<file path="config.mk">
export PLATFORM = sky130hd
export DESIGN_NAME = accum_logic_compare_unit
export DESIGN_NICKNAME = d
export VERILOG_FILES = /design/src/hdl/alcu_pkg.sv /design/src/hdl/alcu_compare.sv /design/src/hdl/accum_logic_compare_unit.sv
export VERILOG_INCLUDE_DIRS = /design/src /design/src/hdl
export SDC_FILE = /design/constraint.sdc
export NUM_CORES = 1
export LEC_CHECK = 0
export BUFFER_PORTS_ARGS = -buffer_cell sky130_fd_sc_hd__buf_2
export CAP_MARGIN = 10
export CORE_AREA = 4 4 104 106
export CTS_CLUSTER_DIAMETER = 60
export DETAILED_ROUTE_END_ITERATION = 8
export DIE_AREA = 0 0 108 110
export GPL_ROUTABILITY_DRIVEN = 1
export PLACE_DENSITY_LB_ADDON = 0.08
export REMOVE_ABC_BUFFERS = 1
export SETUP_SLACK_MARGIN = 0.15
export SYNTH_ARGS = -nofsm -noshare
export SYNTH_HDL_FRONTEND = slang
export SYNTH_HIERARCHICAL = 1
export SYNTH_SLANG_ARGS = --single-unit
</file>
<file path="constraint.sdc">
create_clock -name clk_sys_i -period 2.2 [get_ports clk_sys_i]
set_clock_uncertainty 0.1 [all_clocks]
set_input_delay 0.33 -clock clk_sys_i [delete_from_list [all_inputs] [get_ports clk_sys_i]]
set_output_delay 0.33 -clock clk_sys_i [all_outputs]
set_load 0.005 [all_outputs]
</file>
<file path="src/hdl/alcu_cfg.svh">
// Constants for the accumulator logic and compare unit
`ifndef ALCU_CFG_SVH
`define ALCU_CFG_SVH

// ==========================================================================
// Widths and fields
`define ALCU_HALF_W     16
`define ALCU_FULL_W     32
`define ALCU_SIGN_BIT   31
`define ALCU_ACC_RESET  32'h0000_0000
// Operation opcodes on the command port
`define ALCU_OP_W       3

`endif

</file>
<file path="src/hdl/alcu_pkg.sv">
// Types for the accumulator logic and compare unit
`include "alcu_cfg.svh"

package alcu_pkg;

    // ======================================================================
    // Operations
    typedef enum logic [`ALCU_OP_W-1:0] {
        OP_SINGLE_OR,
        OP_DOUBLE_OR,
        OP_SINGLE_XOR,
        OP_DOUBLE_XOR,
        OP_SINGLE_CMP,
        OP_DOUBLE_CMP,
        OP_LOAD
    } op_e;

    // Request from the sequencer
    typedef struct packed {
        op_e                     op;
        logic [`ALCU_FULL_W-1:0] operand;
    } cmd_s;

    // Status flags
    typedef struct packed {
        logic zero_result_flag;
        logic negative_flag;
        logic less_than_flag;
        logic equal_flag;
        logic greater_than_flag;
    } flags_s;

endpackage

</file>
<file path="src/hdl/alcu_compare.sv">
// Unsigned magnitude comparator at single or double width
`timescale 1ns/1ps
`include "alcu_cfg.svh"

module alcu_compare
    import alcu_pkg::*;
#(
    parameter int FULL_W = `ALCU_FULL_W,
    parameter int HALF_W = `ALCU_HALF_W
) (
    input  wire logic [FULL_W-1:0] acc_i,
    input  wire logic [FULL_W-1:0] operand_i,
    input  wire logic              double_i,
    output logic                   lt_o,
    output logic                   eq_o,
    output logic                   gt_o
);

    logic [FULL_W-1:0] a;
    logic [FULL_W-1:0] b;

    // ======================================================================
    // Single width looks only at the low halves, zero extended
    always_comb begin
        a = double_i ? acc_i : {{(FULL_W-HALF_W){1'b0}}, acc_i[HALF_W-1:0]};
        b = double_i ? operand_i : {{(FULL_W-HALF_W){1'b0}}, operand_i[HALF_W-1:0]};
        lt_o = (a < b);
        eq_o = (a == b);
        gt_o = (a > b);
    end

endmodule

</file>
<file path="src/hdl/accum_logic_compare_unit.sv">
// Accumulator logic and compare execution unit
`timescale 1ns/1ps
`include "alcu_cfg.svh"

module accum_logic_compare_unit
    import alcu_pkg::*;
#(
    parameter int FULL_W = `ALCU_FULL_W,
    parameter int HALF_W = `ALCU_HALF_W
) (
    input  wire logic              clk_sys_i,
    input  wire logic              rst_n_i,
    input  wire logic              cmd_valid_i,
    input  wire cmd_s              cmd_i,
    output logic                   cmd_ready_o,
    output logic                   done_o,
    output logic [FULL_W-1:0]      acc_o,
    output flags_s                 flags_o
);

    // ======================================================================
    // Behaviour summary
    // One request is taken on every edge that sees cmd_valid_i high; the
    // unit never stalls, so ready is tied high and nothing is queued.
    // Result, flags and the done strobe are registered on the taking edge
    // itself, so back-to-back requests chain on the previous result.
    // Single forms read operand bits 15:0 only; double forms expect the
    // sequencer to pack its word pair high word first, in bits 31:16.
    // Compares are unsigned at the operation width; a signed compare
    // would need the sequencer to bias both operands first.
    // Opcode 7 has no meaning: it is ignored but still pulses done_o, so
    // a sequencer fault can never hang the instruction stream.
    // Logic and compare families own separate flags and never clear
    // each other's, which keeps a compare result alive across logic ops.

    // ======================================================================
    // State
    logic [FULL_W-1:0] acc_q;
    logic [FULL_W-1:0] acc_d;
    flags_s            flags_q;
    flags_s            flags_d;
    logic              done_q;
    logic              done_d;
    logic              cmp_lt;
    logic              cmp_eq;
    logic              cmp_gt;
    logic              take;

    // ======================================================================
    // Decode and arithmetic helpers
    // Kept as functions so the comparator and flag paths cannot disagree
    // about which opcodes are double width

    // Logic family: writes the accumulator and the zero/negative flags
    function automatic logic is_logic_op(input op_e op);
        return op inside {OP_SINGLE_OR, OP_DOUBLE_OR, OP_SINGLE_XOR, OP_DOUBLE_XOR};
    endfunction

    // Double forms work on the whole accumulator and a full-width operand
    function automatic logic is_double_op(input op_e op);
        return op inside {OP_DOUBLE_OR, OP_DOUBLE_XOR, OP_DOUBLE_CMP};
    endfunction

    // Compare family: touches only the ordering flags
    function automatic logic is_cmp_op(input op_e op);
        return op inside {OP_SINGLE_CMP, OP_DOUBLE_CMP};
    endfunction

    // Zero test over the whole accumulator, shared by both flag paths
    function automatic logic is_zero(input logic [FULL_W-1:0] val);
        return (val == '0);
    endfunction

    // Replace the low half and keep the upper half as it is
    function automatic logic [FULL_W-1:0] merge_low(input logic [FULL_W-1:0] acc,
                                                    input logic [HALF_W-1:0] low);
        return {acc[FULL_W-1:HALF_W], low};
    endfunction

    // ======================================================================
    // Request handshake
    // Single-cycle unit, never stalls: ready is a constant, so a request
    // is taken on the very edge at which cmd_valid_i is seen high
    assign cmd_ready_o = 1'b1;
    assign take        = cmd_valid_i & cmd_ready_o;

    // ======================================================================
    // Comparator
    // Purely combinational; its outputs matter only while a compare is
    // presented, and both sides are zero extended at single width
    alcu_compare #(
        .FULL_W (FULL_W),
        .HALF_W (HALF_W)
    ) u_cmp (
        .acc_i     (acc_q),
        .operand_i (cmd_i.operand),
        .double_i  (is_double_op(cmd_i.op)),
        .lt_o      (cmp_lt),
        .eq_o      (cmp_eq),
        .gt_o      (cmp_gt)
    );

    // ======================================================================
    // Accumulator next value
    // Single forms patch only the low half, so an upper half seeded by a
    // double load survives a run of 16-bit logic instructions.
    // Unknown opcodes fall to the default and leave it untouched.
    always_comb begin
        acc_d = acc_q;
        if (take) begin
            unique case (cmd_i.op)
                OP_SINGLE_OR: begin
                    acc_d = merge_low(acc_q, acc_q[HALF_W-1:0]
                                      | cmd_i.operand[HALF_W-1:0]);
                end
                OP_DOUBLE_OR: begin
                    acc_d = acc_q | cmd_i.operand;
                end
                OP_SINGLE_XOR: begin
                    acc_d = merge_low(acc_q, acc_q[HALF_W-1:0]
                                      ^ cmd_i.operand[HALF_W-1:0]);
                end
                OP_DOUBLE_XOR: begin
                    acc_d = acc_q ^ cmd_i.operand;
                end
                OP_LOAD: begin
                    // Load path lets the sequencer seed the accumulator
                    acc_d = cmd_i.operand;
                end
                OP_SINGLE_CMP, OP_DOUBLE_CMP: begin
                    // Compares only read the accumulator
                    acc_d = acc_q;
                end
                default: begin
                    // Illegal opcode is ignored rather than trapped
                    acc_d = acc_q;
                end
            endcase
        end
    end

    // Accumulator register
    // Reset value comes from the shared constants, cut to this width
    always_ff @(posedge clk_sys_i or negedge rst_n_i) begin
        if (!rst_n_i) begin
            acc_q <= FULL_W'(`ALCU_ACC_RESET);
        end else begin
            acc_q <= acc_d;
        end
    end

    // ======================================================================
    // Status flags next value
    // Every flag keeps its value until an instruction of its own family
    // overwrites it; readers must sample between instructions
    always_comb begin
        flags_d = flags_q;
        if (take && is_logic_op(cmd_i.op)) begin
            // Taken from acc_d so flags land on the same edge as the result
            flags_d.zero_result_flag = is_zero(acc_d);
            if (is_double_op(cmd_i.op)) begin
                flags_d.negative_flag = acc_d[FULL_W-1];
            end else begin
                // Single width has no sign; flag marks a zero result
                flags_d.negative_flag = is_zero(acc_d);
            end
        end
        if (take && is_cmp_op(cmd_i.op)) begin
            // Comparator yields exactly one ordering flag
            flags_d.less_than_flag    = cmp_lt;
            flags_d.equal_flag        = cmp_eq;
            flags_d.greater_than_flag = cmp_gt;
        end
    end

    // Flag register
    always_ff @(posedge clk_sys_i or negedge rst_n_i) begin
        if (!rst_n_i) begin
            flags_q <= '0;
        end else begin
            flags_q <= flags_d;
        end
    end

    // ======================================================================
    // Completion strobe
    // Pulses for every taken request, illegal codes included, so the
    // sequencer never stalls on an opcode this unit does not decode
    always_comb begin
        done_d = take;
    end

    // Strobe register; high for exactly one cycle per request
    always_ff @(posedge clk_sys_i or negedge rst_n_i) begin
        if (!rst_n_i) begin
            done_q <= 1'b0;
        end else begin
            done_q <= done_d;
        end
    end

    // ======================================================================
    // Outputs
    // All data outputs come straight from flip-flops; the only
    // combinational output is the constant ready
    assign acc_o   = acc_q;
    assign flags_o = flags_q;
    assign done_o  = done_q;

endmodule

</file>
* After elaboration in Yosys (flattened, before gate mapping)
Index checks and enable logic that the tools add are counted.
Storage, ports and cells: input port bits 38, logic and storage cells 32, bits in registers 38, output and inout port bits 39
Operators by class: order comparisons 2, bitwise operators 4, equality and inequality tests 7, multiplexer cells 5, reductions and logical operators 7
Operators by type and width (number):
- $pmux 32 s5 | 1
- $mux 32 | 3
- $eq 32x32->1 | 1
- $gt 32x32->1 | 1
- $logic_not 32->1 | 1
- $lt 32x32->1 | 1
- $or 32x32->32 | 1
- $xor 32x32->32 | 1
- $or 16x16->16 | 1
- $xor 16x16->16 | 1
- $eq 3x3->1 const B | 3
- $eq 3x2->1 const B | 2
- $reduce_bool 4->1 | 1
- $eq 3x1->1 const B | 1
- $logic_not 3->1 | 1
- $reduce_bool 3->1 | 1
- $logic_and 1x1->1 | 2
- $reduce_bool 2->1 | 1
- $mux 1 | 1

* Logic depth before layout (Yosys ltp)
Gate-level depths: netlist of the first run.
word-level depth 5, depth in mapped cells 12, mapped depth without buffers 9

* By module
Netlist of the first run, hierarchy kept.
By module, submodules not included:
- accum_logic_compare_unit | sequential area each 950.9 sq um, cells an instance 380, instances 1, area an instance 2959.1 sq um
- alcu_compare | sequential area each 0.0 sq um, cells an instance 134, instances 1, area an instance 923.4 sq um

* Least setup slack after synthesis of the first run
OpenSTA, ideal clock, no wires.
path type input port to flip-flop, start point input cmd_i[34] (netlist bit), end point register flags_q, in the netlist flags_o[0], library setup time 0.125 ns, data required time 1.975 ns, cell stages on the path 12, data arrival time 2.715 ns, path buffers 3, slack -0.739 ns, cells stage by stage buf_2 clkbuf_1 a21boi_0 clkbuf_1 nand2_1 ha_1 a21oi_1 o21ai_0 a221oi_1 nor3_1 o31a_1 mux2_2
Between the ends: cells in the longest elaborated chain, start to end 4, elaborated cells between the ends (all ways) 10, those cells by class order compare: 1; eq/ne: 4; mux: 2; reduce/logical: 3
Ends and longest elaborated chain:
- start, declared | line accum_logic_compare_unit.sv:14 | input wire cmd_s cmd_i,
- $eq 3x1->1 (tied with other cells) | line accum_logic_compare_unit.sv:61 | return op inside {OP_DOUBLE_OR, OP_DOUBLE_XOR, OP_DOUBLE_CMP};
- $reduce_bool 3->1 (*) | line accum_logic_compare_unit.sv:61
- $mux 32 (on tied branches) | line alcu_compare.sv:25, alcu_compare.sv:26
- $gt 32x32->1 (*) | line alcu_compare.sv:29 | gt_o = (a > b);
- net cmp_gt | line accum_logic_compare_unit.sv:46 | logic cmp_gt;
- end signal, assigned | line accum_logic_compare_unit.sv:181 | flags_q <= flags_d;
- end, declared | line accum_logic_compare_unit.sv:40 | flags_s flags_q;
Mark *: on every way through the listed nets, which the timed path passes. The rest lies on a longest branch. A chain may end at the register's enable or synchronous reset.

* Worst setup path in the final report of the first run
start point input cmd_i[33] (netlist bit), end point register flags_q, in the netlist flags_o[0]
Same word-level chain as after synthesis.

==> results of run 1 <==
==> placed cells by master, fill, tap and decap left out, types with 6 or more instances in the layout <==
master   instances
o21ai_1          8
o21ai_0         43
dfrtp_1         37
buf_4          109
o22ai_1         14
buf_6            6
inv_1           80
a21oi_1         11
nand2_2         10
a22oi_1         14
and2_1           8
nand4_1         11
a21oi_2          8
buf_2           73
nand2_1         89
ha_1            47
ha_4            17
and2_4           8
==> worst max-delay path: stages <==
cell,delay (ns)
buf_4,0.13
a21boi_4,0.19
buf_6,0.12
buf_12,0.11
buf_16,0.11
and2_1,0.16
ha_4,0.22
a21oi_2,0.13
nand2_1,0.09
a21oi_2,0.17
o21ai_2,0.10
o31a_1,0.29
mux2_2,0.25
==> cell type report <==
type                       count  area, µm²  area share (%)
clock buffer                   5       68.8            1.17
clock inverter                 2       10.0           0.170
inverter                      84        318            5.41
multi-input combinational    365       2920            49.7
sequential                    38        952            16.2
tap                          133        166            2.83
timing repair buffer         197       1440            24.6
==> sequential cells by signal, indices dropped and copies added (netlist names) <==
| register | count |
|---|---|
| flags_o | 5 |
| acc_o | 32 |
| done_o | 1 |
==> logic make-up (layout without fill, tap and decap cells) <==
logic type / count (synthesis) / count (layout) / synth area share [%]
other: 1 / 1 / 0.0966
buffers and inverters: 111 / 288 / 11.6
adders and majority gates: 64 / 64 / 20.6
AOI/OAI and AO/OA: 135 / 135 / 21.9
DFF: 38 / 38 / 24.5
and+or+nand+nor: 158 / 158 / 19.4
muxes: 7 / 7 / 1.90
==> metal layers <==
metal / vias to the layer above / share of wire, %
li1: 2125 / -
met1: 2049 / 47
met2: 101 / 47
met3: 12 / 4.9
met4: 0 / 1.1
met5: - / 0
==> how the worst max path moves through the flow <==
| stage | endpoint | slack (ns) | from |
|---|---|---|---|
| after floorplan | flags_o[0] | -1.35 | cmd_i[32] |
| after detailed placement | flags_o[4] | -0.49 | cmd_i[33] |
| final | flags_o[0] | -0.12 | cmd_i[33] |
| after global routing | flags_o[0] | -0.21 | cmd_i[33] |
| after global placement | flags_o[0] | -0.42 | cmd_i[34] |
| after CTS | flags_o[0] | -0.09 | cmd_i[32] |
==> stage by stage <==
stage               cell area (µm²)  hold WS [ns]  setup slack, ns
global placement               5140         0.197           -0.421
global route                   5880         0.311           -0.212
CTS                            5670         0.291          -0.0926
detailed placement             5140         0.190           -0.495
floorplan                      3750       -0.0656            -1.35
finish                         5880         0.296           -0.121
==> power groups by stage <==
stage                     clock (µW)  sequential [µW]  combinational (µW)
after floorplan                    0              970                 749
after CTS                        500              949                1790
final                            487              953                1910
after detailed placement           0              953                1600
after global routing             528              973                2130
after global placement             0              953                1560
==> what timing repair did <==
| item | in CTS | in global routing |
|---|---|---|
| resized for setup | 51 | 41 |
| pin swaps | 37 | 25 |
| setup buffers | 10 | 2 |
| hold endpoints to repair | 13 | 0 |
| hold buffers | 1 | 0 |
| cloned | 3 | 0 |
| endpoints found under the setup margin | 5 | 5 |
==> results.yml, run 1 <==
final_layout:
  syn_to_final_growth_pct: 51.4
  fillCellCount: 922
  finish.utilization_pct: 60.2
  drive_gt1_share_pct: 40.5
  nets: 793
  diodes: 0
  fin_cells: 824
logic_synthesis:
  yosys.area.top_type_share_pct: 24.5
  ys_async_sr_fraction_pct: 100
  synth.area.top_cells: "dfrtp_1, ha_1, nand2_1"
  syn-cell-area_um2: 3880
  synthCells: 514
  yosysWarnings: 6
  synth_edf_count: 0
  yosysUniqueCellTypes: 46
  synth-seq-cells: 38
  ys.flop_type: "dfrtp_1"
  yosysMostFrequentCell: "nand2_1"
  synth_top_cell_by_area: "dfrtp_1"
  synth_common_cells: "nand2_1, inv_1, ha_1"
  syn_area_per_cell_um2: 7.55
  seq_area_frac_synth_pct: 24.5
sta:
  layout_setup_ws_ns: -0.121
  rsz0062_at_grt: "yes"
  clock.fmax_mhz: 431
  setup_tns_ns: -0.375
  finalMaxSlewViolations: 0
  min_period_over_period_pct: 105
  period_minus_slack_ns: 2.32
  final-hold-violation-count: 0
  setup-violations-final: 4
detailed_routing:
  drt_iter0_drc: 178
  ant_nets: 0
  drtPass1Iterations: 4
  drt_drc_violations_left: 0
  detail_route.wl_per_cell_um: 16.1
  viasPerCell: 5.20
  drt_wl_total_um: 13200
  dr_total_vias: 4287
critical_path:
  worst_ep_arrival_time_ns: 2.41
  start_kind: "input pin"
  worst-setup-path-type: "input pin to flip-flop"
  worstSetupEndpointType: "flip-flop"
  r2r_slack_ns: -0.10
  critPathRequiredTime_ns: 2.29
  r2r_start: "acc_o[10]"
  rr_endpoint: "flags_o[4]"
  path_max_fanout: 7
  ff2ff_path_depth: 10
die:
  start_util_pct: 39.7
  io_pins: 77
  die_area_um2: 11900
  die_h_um: 110
  core_um2: 9770
  fp.dieW_um: 108
  fp-row-count: 36
placed_design:
  place_congestion: 0.916
  place.detailed.hpwl_um: 10000
  portBuffers: 75
  placedCellCount: 801
min_path:
  hp-start: "cmd_i[17]"
  hold_end: "acc_o[17]"
  holdPathStages: 3
  hold_path_class: "input pin to flip-flop"
power_and_ir_drop:
  p_leak_uw: 0.00306
  intPower_uw: 2030
  finalPower_uw: 3350
  comb_power_share_pct: 57.0
  powerDensity_nw_per_um2: 569
  clkPwrFrac_pct: 14.6
  seq_power_share_pct: 28.5
  vdd_drop_max_mv: 0.261
  p_switching_uw: 1320
  swShare_pct: 39.5
global_routing:
  use_met1_pct: 31.4
  overflow: 0
  globalRouteMet2Util_pct: 36.2
  grtUsageMet3_pct: 3.44
  antenna_found_initial: 0
  grt_pass1_wl_um: 20700
  grtUsageTotal_pct: 22.1
  grt_pass1_vias: 4124
  grt_busiest_layer: "met2"
  grt_max_degree: 32
clock_network:
  cts_tree: "yes"
  clock_sinks: 38
  clk_latency_ns: 0.30
  cts_max_level: 2
  cts_root_buf: "clkbuf_8"
  numCtsBuffers: 5
  clkTransAtPathRegs_ns: 0.09
  cts.path.max_buffers: 2
outcome:
  status: "finished with violations"
  violations: "setup timing"
run:
  drv_cap: 0
Power figures use the tool's default switching activity.
==> run 2: changes to the inputs <==
--- a/config.mk
+++ b/config.mk
@@ -8,10 +8,10 @@
 export LEC_CHECK = 0
 export BUFFER_PORTS_ARGS = -buffer_cell sky130_fd_sc_hd__buf_2
 export CAP_MARGIN = 10
-export CORE_AREA = 4 4 104 106
+export CORE_AREA = 4 4 94 96
 export CTS_CLUSTER_DIAMETER = 60
 export DETAILED_ROUTE_END_ITERATION = 8
-export DIE_AREA = 0 0 108 110
+export DIE_AREA = 0 0 98 100
 export GPL_ROUTABILITY_DRIVEN = 1
 export PLACE_DENSITY_LB_ADDON = 0.08
 export REMOVE_ABC_BUFFERS = 1
==> results.yml, run 2 (synthesized netlist as in run 1, its figures left out) <==
outcome:
  status: "finished with violations"
  violations: "hold timing, setup timing"
sta:
  layout_setup_ws_ns: -0.108
  finalMaxSlewViolations: 0
  maxSlewHeadroom_pct: 63.1
  setup-violations-final: 4
  min_period_over_period_pct: 105
  clock.fmax_mhz: 433
  period_minus_slack_ns: 2.31
  final-hold-violation-count: 17
  worst_slew_pin_slew_ns: 0.554
  whs_ns: -0.00503
  rsz0062_at_grt: "yes"
final_layout:
  syn_to_final_growth_pct: 46.2
  fin_cells: 792
  finish.utilization_pct: 70.5
  final_common_cell: "buf_4"
  drive_gt1_share_pct: 38.3
  largest_reg_flops: 32
  layout_common_cells: "buf_4, nand2_1, inv_1"
  fillCellCount: 659
  nets: 788
  diodes: 0
critical_path:
  critical_path.startpoint: "acc_o[15]"
  r2r_start: "acc_o[15]"
  start_kind: "flip-flop"
  path_max_fanout: 3
  worst_ep_arrival_time_ns: 2.40
  critPathRequiredTime_ns: 2.30
  worstSetupEndpointType: "flip-flop"
  worst-setup-path-type: "flip-flop to flip-flop"
die:
  die_area_um2: 9800
  die_h_um: 100
  io_pins: 77
  fp.dieW_um: 98
  start_util_pct: 48.2
  core_um2: 8050
  fp-row-count: 33
clock_network:
  clkTransAtPathRegs_ns: 0.09
  clk_latency_ns: 0.30
  cts_tree: "yes"
  cts_max_level: 2
  cts.path.max_buffers: 2
  postCtsHoldBufs: 0
  cts_root_buf: "clkbuf_8"
  clock_sinks: 38
  numCtsBuffers: 5
power_and_ir_drop:
  finalPower_uw: 3360
  vdd_drop_max_mv: 0.439
  p_leak_uw: 0.00299
  powerDensity_nw_per_um2: 593
detailed_routing:
  dr_total_vias: 4266
  ant_nets: 0
  drt_iter0_drc: 183
  drtPass1Iterations: 4
  drt_drc_violations_left: 0
  drt_wl_total_um: 12800
  viasPerCell: 5.39
  detail_route.wl_per_cell_um: 16.2
global_routing:
  grt_max_degree: 39
  antenna_found_initial: 0
  grt_pass1_wl_um: 20400
  grtUsageTotal_pct: 25.5
  overflow: 0
  grt_pass1_vias: 4262
placed_design:
  place_congestion: 0.883
  place.detailed.hpwl_um: 9460
  portBuffers: 75
  placedCellCount: 772
run:
  drv_cap: 0
min_path:
  hold_path_class: "input pin to async pin"
[run 2: power by group]
group          total, µW  internal, µW  switching [µW]  leakage, µW
clock network        549           253             296    0.0000472
logic               1860           952             904      0.00247
registers            960           833             126     0.000470
[run 2: worst max-delay path, cell delays in order, from the launching register on]
cell and delay, ns:
dfrtp_1 0.42, ha_4 0.24, nand4_1 0.21, nor2_1 0.09
a221o_1 0.32, o31a_1 0.28, o31a_1 0.28, mux2_4 0.26
[run 2: through the flow]
stage	TNS (ns)	worst slack [ns]	area, µm²	hold slack [ns]
finish	-0.334	-0.108	5680	-0.00503
global route	-0.816	-0.248	5680	0.0449
CTS	-0.0433	-0.0433	5480	0.00521
detailed placement	-1.83	-0.421	5100	0.337
floorplan	-3.46	-1.35	3750	-0.0656
global placement	-1.72	-0.415	5100	0.336
[run 2: cell type report]
type	count	area, µm²	area share (%)
Tap cell	105	131	2.31
Multi-Input combinational cell	365	2840	50.0
Sequential cell	38	951	16.8
Clock buffer	6	82.6	1.46
Timing Repair Buffer	192	1340	23.6
Clock inverter	2	12.5	0.220
Inverter	84	320	5.64
[run 2: timing repair]
| action | in CTS | in global routing |
|---|---|---|
| pin swaps | 38 | 28 |
| cloned | 0 | 1 |
| hold endpoints to repair | 0 | 0 |
| endpoints found under the setup margin | 5 | 5 |
| setup buffers | 6 | 5 |
| resized for setup | 40 | 33 |
[run 2: path summary, 6_finish.rpt]
check	cells past startpoint	slack (ns)	endpoint
worst min register to register	2	0.42	flags_o[4]
worst min-delay path	2	-0.005	acc_o[0]
worst max register to register	7	-0.11	flags_o[0]
worst max-delay path	7	-0.11	flags_o[0]
max in group asynchronous	2	1.63	acc_o[23]
min in group clk_sys_i	3	0.30	acc_o[25]
[run 2: layer usage]
layer	vias up	track usage (%)	share of wire [%]	wire, µm
met2	126	43.6	48	6200
met1	2011	33.0	45	5720
li1	2109	-	-	-
met3	20	5.42	5.3	682
met4	0	6.50	1.5	188
met5	-	0	0	0
